<file path="config.mk">
export PLATFORM = sky130hd
export DESIGN_NAME = fcw_watchdog
export DESIGN_NICKNAME = d
export VERILOG_FILES = /design/src/fcw_pkg.sv /design/src/fcw_watchdog.sv
export SDC_FILE = /design/constraint.sdc
export NUM_CORES = 1
export LEC_CHECK = 0
export BUFFER_PORTS_ARGS = -buffer_cell sky130_fd_sc_hd__buf_2
export CAP_MARGIN = 40
export CORE_MARGIN = 2
export CORE_UTILIZATION = 63
export CTS_CLUSTER_SIZE = 14
export DETAILED_ROUTE_END_ITERATION = 10
export PLACE_DENSITY = 0.82
export SLEW_MARGIN = 5
export SYNTH_ARGS = -nofsm -noshare
export SYNTH_HDL_FRONTEND = slang
export SYNTH_SLANG_ARGS = --single-unit
</file>
<file path="constraint.sdc">
create_clock -name clk -period 4.2 [get_ports clk]
set_input_delay 0.84 -clock clk [delete_from_list [all_inputs] [get_ports clk]]
set_output_delay 0.84 -clock clk [all_outputs]
set_load 0.005 [all_outputs]
</file>
<file path="src/fcw_pkg.sv">
// Constants shared by the frame clocked watchdog.
package fcw_pkg;
  localparam int          FRAME_RATE_HZ  = 8000;
  localparam int          TIMEOUT_MS     = 512;
  localparam int          TIMEOUT_FRAMES = TIMEOUT_MS * FRAME_RATE_HZ / 1000;
  localparam int          BYTE_BITS      = 8;
  localparam int          ADDR_W         = 6;
  localparam int          RW_BIT         = 7;
  localparam int          WORD_W         = 5;
  localparam logic [5:0]  WDOG_ADDR      = 6'h11;
  localparam logic [2:0]  BIT_LAST       = 3'h7;
  localparam logic [2:0]  BIT_ZERO       = 3'h0;
  localparam logic [7:0]  BYTE_ZERO      = 8'h00;
  localparam logic [4:0]  RESET_WORD_DEF = 5'h15;

  typedef enum logic [3:0] {
    FCW_SP_IDLE = 4'h1,
    FCW_SP_CMD  = 4'h2,
    FCW_SP_DATA = 4'h4,
    FCW_SP_WAIT = 4'h8
  } fcw_sp_state_t;
endpackage

</file>
<file path="src/fcw_watchdog.sv">
// Watchdog timer clocked by frame pulse edges, serviced over the serial microport.
// Function
// - Output high while power-on reset held.
// - Reset release returns output low immediately.
// - Reset release starts timer from zero.
// - Timer advances only on frame falling edges.
// - Correct word before timeout restarts timer.
// - Output low while correct writes keep coming.
// - Missing or wrong word raises output.
// - After timeout output toggles each period.
// - Only five data bits are compared.
// - Write is command byte then data byte.
`timescale 1ns/1ps
module fcw_watchdog
  import fcw_pkg::*;
#(
  parameter int         TIMEOUT_COUNT = TIMEOUT_FRAMES,
  parameter logic [4:0] RESET_WORD    = RESET_WORD_DEF
) (
  input  wire logic clk,
  input  wire logic sys_rst,
  input  wire logic power_on_reset_in,
  input  wire logic frame_pulse_in,
  input  wire logic serial_clk_in,
  input  wire logic chip_select_n_in,
  input  wire logic serial_port_data_in,
  output logic      serial_port_data_out,
  output logic      serial_port_data_oe,
  output logic      watchdog_out
);
  localparam int CW = $clog2(TIMEOUT_COUNT);
  localparam logic [CW-1:0] CNT_MAX  = CW'(TIMEOUT_COUNT - 1);
  localparam logic [CW-1:0] CNT_ZERO = '0;
  localparam logic [CW-1:0] CNT_ONE  = CW'(1);

  // Two-stage synchronisers; only stage [1] is read by logic.
  logic [1:0] por_s;
  logic [1:0] frm_s;
  logic [1:0] sclk_s;
  logic [1:0] cs_s;
  logic [1:0] dat_s;
  logic       por_d;
  logic       frm_d;
  logic       sclk_d;

  always_ff @(posedge clk) begin
    if (sys_rst) begin
      por_s  <= 2'h3;
      frm_s  <= 2'h3;
      sclk_s <= 2'h3;
      cs_s   <= 2'h3;
      dat_s  <= 2'h0;
      por_d  <= 1'b1;
      frm_d  <= 1'b1;
      sclk_d <= 1'b1;
    end else begin
      por_s  <= {por_s[0], power_on_reset_in};
      frm_s  <= {frm_s[0], frame_pulse_in};
      sclk_s <= {sclk_s[0], serial_clk_in};
      cs_s   <= {cs_s[0], chip_select_n_in};
      dat_s  <= {dat_s[0], serial_port_data_in};
      por_d  <= por_s[1];
      frm_d  <= frm_s[1];
      sclk_d <= sclk_s[1];
    end
  end

  // The timer hears only the frame pulse, so a stalled serial clock cannot
  // hold it back.
  logic frame_fall;
  logic sclk_fall;
  logic por_on;
  logic por_release;
  assign frame_fall  = frm_d & ~frm_s[1];
  assign sclk_fall   = sclk_d & ~sclk_s[1];
  assign por_on      = por_s[1];
  assign por_release = por_d & ~por_s[1];

  // Serial receive: LSB first, sampled on the falling serial clock edge.
  fcw_sp_state_t sp_state;
  logic [2:0]    bit_cnt;
  logic [7:0]    shreg;
  logic          cmd_ok;
  logic          svc_ok;
  logic [7:0]    byte_now;
  logic          byte_done;
  logic          data_done;
  logic          word_match;

  assign byte_now   = {dat_s[1], shreg[7:1]};
  assign byte_done  = sclk_fall & ~cs_s[1] & (bit_cnt == BIT_LAST);
  assign data_done  = byte_done & (sp_state == FCW_SP_DATA);
  assign word_match = byte_now[WORD_W-1:0] == RESET_WORD;

  always_ff @(posedge clk) begin
    if (sys_rst) begin
      sp_state <= FCW_SP_IDLE;
      bit_cnt  <= BIT_ZERO;
      shreg    <= BYTE_ZERO;
      cmd_ok   <= 1'b0;
    end else if (cs_s[1]) begin
      // A transfer cut short by chip select rising is discarded.
      sp_state <= FCW_SP_IDLE;
      bit_cnt  <= BIT_ZERO;
    end else begin
      case (sp_state)
        FCW_SP_IDLE: begin
          sp_state <= FCW_SP_CMD;
          bit_cnt  <= BIT_ZERO;
        end
        FCW_SP_CMD: begin
          if (sclk_fall) begin
            shreg   <= byte_now;
            bit_cnt <= bit_cnt + 3'h1;
            if (bit_cnt == BIT_LAST) begin
              sp_state <= FCW_SP_DATA;
              cmd_ok   <= ~byte_now[RW_BIT] & (byte_now[ADDR_W-1:0] == WDOG_ADDR);
            end
          end
        end
        FCW_SP_DATA: begin
          if (sclk_fall) begin
            shreg   <= byte_now;
            bit_cnt <= bit_cnt + 3'h1;
            if (bit_cnt == BIT_LAST) begin
              sp_state <= FCW_SP_WAIT;
            end
          end
        end
        FCW_SP_WAIT: sp_state <= FCW_SP_WAIT;
        default:     sp_state <= FCW_SP_IDLE;
      endcase
    end
  end

  // A one-cycle service strobe keeps the timer and the output in step.
  always_ff @(posedge clk) begin
    if (sys_rst) begin
      svc_ok <= 1'b0;
    end else begin
      svc_ok <= data_done & cmd_ok & word_match;
    end
  end

  // Timeout counter over frame edges; held clear while power-on reset is on.
  logic [CW-1:0] tcnt;
  logic          expire;
  assign expire = frame_fall & (tcnt == CNT_MAX) & ~por_on & ~por_d & ~svc_ok;

  always_ff @(posedge clk) begin
    if (sys_rst || por_on) begin
      tcnt <= CNT_ZERO;
    end else if (svc_ok) begin
      tcnt <= CNT_ZERO;
    end else if (frame_fall) begin
      tcnt <= (tcnt == CNT_MAX) ? CNT_ZERO : tcnt + CNT_ONE;
    end
  end

  // A wrong word does not restart the counter, so the output still rises at the
  // end of the running interval rather than at once.
  always_ff @(posedge clk) begin
    if (sys_rst || por_on) begin
      watchdog_out <= 1'b1;
    end else if (por_release || svc_ok) begin
      watchdog_out <= 1'b0;
    end else if (expire) begin
      watchdog_out <= ~watchdog_out;
    end
  end

  // The only register here is write-only, so the data pin is never driven.
  always_ff @(posedge clk) begin
    serial_port_data_out <= 1'b0;
    serial_port_data_oe  <= 1'b0;
  end
endmodule  // fcw_watchdog

</file>
==> metrics, run 1 <==
status=finished, final reports clean; pre-CTS WS=2.010 ns; cts bufs inserted=5; Total Wirelength=2745 um; First-pass DRT Iterations=4; Fin Setup TNS=0 ns; Post-synth ARST share=0; drt drc=0; post-placement cell count=211; Synth Cell Area=1732 um^2; Hold Violations, Final=0; worst slew pin tran=0.4954 ns; clock latency on the worst-skew pair=0.35 ns; wire length of the first global-routing pass=4981 um; total core area=2686 um^2; class of the most critical setup path=in -> reg; Filler cells=219; hold-fix buffers at CTS=0; Pwr per Cell Area=367.8 nW/um^2; FF/Latch Area=840.8 um^2; Lkg Pwr=0.7032 nW; layout cells sized above 1=0.1543; die area=3184 um^2; Post-Synthesis Cells=181; Die H=56.43 um; Design Power=0.6751 mW; detailed placement HPWL=1999 um; final std cells w/o fill=219; Switching Fraction=0.2049; Flop pwr share=0.604; Final Net Count=197; initial antenna violation count=0; initial drt markers=42; RSZ-0062 raised after global routing=false; clock network power share=0.368; Max Cap Viol=0; clock-pin slew on the worst setup and hold paths=0.12 ns; DR vias=1240; via/cell ratio=5.662; CTS root buf=clkbuf_4; Tmin final=1.834 ns; CP required=4.48 ns; clock buffer depth=2; Slew Limit Fails=0; number of flops mapped to enable cells by yosys=0; post-cts sizing count=0; CP max FO=23; # clock sinks=42; grt ovf=0; post-route ant nets=0; CP Capture Type=flip-flop; internal power=0.5368 mW; crit-path max cell delay=0.53 ns; post-synth top area share=0.4855; Slew headroom=0.6685; Setup crit start kind=input port; largest net degree at the start of global routing=24; worst hold path type=reg -> reg; Die X=56.43 um; CP Cell Sequence=buf_2 > or2_2 > or3_1 > nor2_1; skew final=0.01139 ns; Synth Register Bits=42; Area contributors post-synth=dfxtp_1, mux2i_1, nor2_1; mean area per synthesized cell=9.567 um^2; fin crit share=0.4367; sequential element share of the synthesized area=0.4855; final worst slack=2.366 ns; Area Growth Syn to Fin=5.997%; Final setup viols=0; Achievable Freq=545.2 MHz; YS warnings=0; post-synthesis cell type count=39; top cells by count, synth=dfxtp_1, nor2_1, nand2_1, mux2i_1, or2_2; vias in the first global route=1218; DR WL/cell=12.53 um; VDD IR-drop max=0.0002837 V; top-level I/O count=10; Post-CTS Repair Setup Buffers=0; CTS tree=yes; PortBufs=7; Antenna diodes=0; cell row count=19; most frequent cell after synthesis=dfxtp_1; CP max stage cell=or3_1; Switching Power=0.1383 mW; gr usage total=0.2021; top_reg_cell synth=dfxtp_1; Synth area leader=dfxtp_1; H-tree levels=2; area of the multi-input gates=839.6 um^2; GPL Wtd Cong=0.8202; crit path DAT=2.12 ns; Gate power share=0.028; Initial Utilization=0.6446
-- power by group through the flow --
stage	Clock (mW)	Combinational (mW)	Sequential [mW]
4_1_cts	0.255	0.0188	0.408
2_1_floorplan	0	0.0154	0.416
6_report	0.249	0.0187	0.408
5_1_grt	0.276	0.0208	0.409
3_5_place_dp	0	0.0188	0.417
3_3_place_gp	0	0.0178	0.416
-- cell usage in the layout, fill, tap and decap left out, types with 3 or more instances in the layout --
cell type	instances
nor4_1	6
nand3_1	6
nor2b_1	4
mux2i_1	11
nand2_1	12
nor3_1	6
nand4_1	3
nor2_1	25
dfxtp_1	42
clkbuf_4	5
xnor2_1	9
buf_2	7
ha_1	3
o21ai_0	3
xor2_1	5
or2_2	11
-- cells by family after synthesis --
logic type / synth area share
buffers and inverters: 0.03178
AO/OA/AOI/OAI: 0.03613
XOR/XNOR: 0.07081
other: 0.002166
adder cells (fa/ha/maj): 0.02168
flip-flops: 0.4856
multiplexers: 0.06359
AND/OR/NAND/NOR: 0.2883
-- path summary, 6_finish.rpt --
kind / startpoint / end / slack (ns) / cells after the start
worst max-delay path: sys_rst / tcnt[6] / 2.37 / 4
worst min-delay path: frm_s[0] / frm_s[1] / 0.42 / 1
worst max register to register: sp_state[2] / shreg[6] / 2.43 / 4
worst min register to register: frm_s[0] / frm_s[1] / 0.42 / 1
-- stage by stage --
step | utilization | instance area, um^2 | hold slack, ns
after global routing | 0.6833 | 1836 | 0.4403
after floorplan | - | 1735 | 0.3895
after global placement | 0.6544 | 1758 | 0.3924
after CTS | 0.6833 | 1836 | 0.4235
final | 0.6833 | 1836 | 0.4227
after detailed placement | 0.6544 | 1758 | 0.3945
-- registers in the layout (all words and copies together), names as in the netlist, 2 cells and up --
register / cells
bit_cnt: 3
cs_s: 2
dat_s: 2
frm_s: 2
por_s: 2
sclk_s: 2
shreg: 7
sp_state: 4
tcnt: 12
-- worst max-delay path: cells and delay by family --
kind                   cells  cell delay (ns)
buffers and inverters      1             0.21
and+or+nand+nor            3             1.06
-- routing by layer --
| metal | share of wire | vias up | GRT usage |
|---|---|---|---|
| li1 | - | 622 | - |
| met1 | 0.43 | 585 | 0.2277 |
| met2 | 0.50 | 24 | 0.3355 |
| met3 | 0.042 | 9 | 0.07143 |
| met4 | 0.024 | 0 | 0.1020 |
| met5 | 0 | - | 0 |
-- final cells by class --
cell class / count / area share
flip-flops and latches: 42 / 0.4581
clock inverters: 3 / 0.02181
clock buffers: 5 / 0.02045
inverters: 1 / 0.002045
multi-input cells: 130 / 0.4574
repair buffers: 7 / 0.01909
well taps: 31 / 0.02113
No activity file was read; power rests on OpenSTA's default activity.
==> run 2: changes to the inputs <==
CORE_UTILIZATION = 58   (was 63)
PLACE_DENSITY = 0.76   (was 0.82)
clock period = 1.84 ns   (was 4.2 ns; I/O delays follow)
==> metrics, run 2 (same netlist as run 1, synthesis figures left out) <==
status=finished, final reports clean; H-tree levels=2; CP Capture Type=flip-flop; GPL Wtd Cong=0.8011; Tmin final=1.690 ns; Setup crit start=bit_cnt[0]; fin area=1873 um^2; largest reg by FF count=tcnt; setup slack, reg-to-reg=0.15 ns; post-placement cell count=215; fin crit share=0.9186; Switching Fraction=0.2041; r2r endpoint=svc_ok; clock buffer depth=2; RSZ-0062 raised after global routing=false; Pwr per Cell Area=846.7 nW/um^2; initial drt markers=59; Area Growth Syn to Fin=8.165%; layout cells sized above 1=0.1728; cell row count=19; total core area=2805 um^2; crit path DAT=1.97 ns; initial antenna violation count=0; Total Wirelength=2974 um; CP required=2.12 ns; RR Startpoint=bit_cnt[0]; wire length of the first global-routing pass=5340 um; CTS root buf=clkbuf_4; grt ovf=0; CTS tree=yes; Final setup viols=0; Worst setup endpoint=svc_ok; CP max FO=5; Fin Setup TNS=0 ns; placed inst area=1788 um^2; via/cell ratio=5.613; Setup crit start kind=flip-flop; Achievable Freq=591.6 MHz; post-cts sizing count=0; gr usage total=0.2081; Lkg Pwr=0.7241 nW; Die H=58.64 um; max reg flops=12; First-pass DRT Iterations=4; final std cells w/o fill=222; clock network power share=0.384; top-level I/O count=10; Die X=58.64 um; VDD IR-drop max=0.0005893 V; PortBufs=7; commonest non-fill, non-tap cell in the layout=dfxtp_1; worst hold path type=in -> reg; # clock sinks=42; Gate power share=0.029; Max Cap Viol=0; clock latency on the worst-skew pair=0.36 ns; drt drc=0; Slew Limit Fails=0; die area=3439 um^2; Antenna diodes=0; pre-CTS WS=0.1180 ns; post-route ant nets=0; Switching Power=0.3236 mW; Final Net Count=201; cts bufs inserted=5; Post-CTS Repair Setup Buffers=0; detailed placement HPWL=2154 um; Top Registers=tcnt: 12 flops, shreg: 7 flops, sp_state: 4 flops; vias in the first global route=1206; most frequent cells in the layout=dfxtp_1, nor2_1, nand2_1; DR WL/cell=13.40 um; final worst slack=0.1497 ns; Flop pwr share=0.587; largest net degree at the start of global routing=23; internal power=1.262 mW; Initial Utilization=0.6173; Hold Violations, Final=0; skew final=0.01208 ns; clock-pin slew on the worst setup and hold paths=0.12 ns; DR vias=1246; hold-fix buffers at CTS=0; worst reg2reg path depth=5; class of the most critical setup path=reg -> reg
run 2: cell types whose count changed in the layout (fill, tap and decap cells not counted), sizes merged:
cell    change
clkbuf      +1
buf         +4
clkinv      -2
run 2: routing by layer:
metal	vias up	part of all wire	global-route usage
li1	627	-	-
met1	593	0.48	0.2623
met2	19	0.46	0.3387
met3	7	0.041	0.06813
met4	0	0.018	0.06818
met5	-	0	0
run 2: final cells by class:
cell class                      instances  area (um^2)
Clock inverter                          1        30.03
Tap cell                               31        38.79
Timing Repair Buffer                   11        65.06
Clock buffer                            6        51.30
Inverter                                1        3.754
Sequential cell                        42        840.8
Fill cell                             235        932.1
Multi-Input combinational cell        130        843.3
run 2: worst min path at each step:
stage	from	endpoint	cells after the start
floorplan	cs_s[0]	cs_s[1]	1
CTS	chip_select_n_in	cs_s[0]	2
finish	chip_select_n_in	cs_s[0]	2
global placement	frm_s[0]	frm_s[1]	1
detailed placement	frm_s[0]	frm_s[1]	1
global route	frame_pulse_in	frm_s[0]	2
run 2: metrics by stage:
| stage | hold slack, ns | power (mW) | utilization |
|---|---|---|---|
| after CTS | 0.1808 | 1.594 | 0.6664 |
| final | 0.1869 | 1.586 | 0.6677 |
| after global routing | 0.1795 | 1.632 | 0.6677 |
| after floorplan | 0.3895 | 0.9840 | - |
| after global placement | 0.3955 | 0.9946 | 0.6374 |
| after detailed placement | 0.3931 | 0.9975 | 0.6374 |
run 2: worst max-delay path, cell delays in order (launching register included):
cell      delay (ns)
dfxtp_1         0.38
ha_1            0.16
ha_1            0.15
nand3b_1        0.17
or3b_2          0.50
nor4_1          0.25
run 2: power by group through the flow:
stage / Sequential [mW] / Combinational [mW] / Clock (mW)
CTS: 0.931 / 0.0460 / 0.617
global placement: 0.951 / 0.0440 / 0
floorplan: 0.949 / 0.0351 / 0
finish: 0.931 / 0.0452 / 0.610
detailed placement: 0.952 / 0.0460 / 0
global route: 0.933 / 0.0513 / 0.648
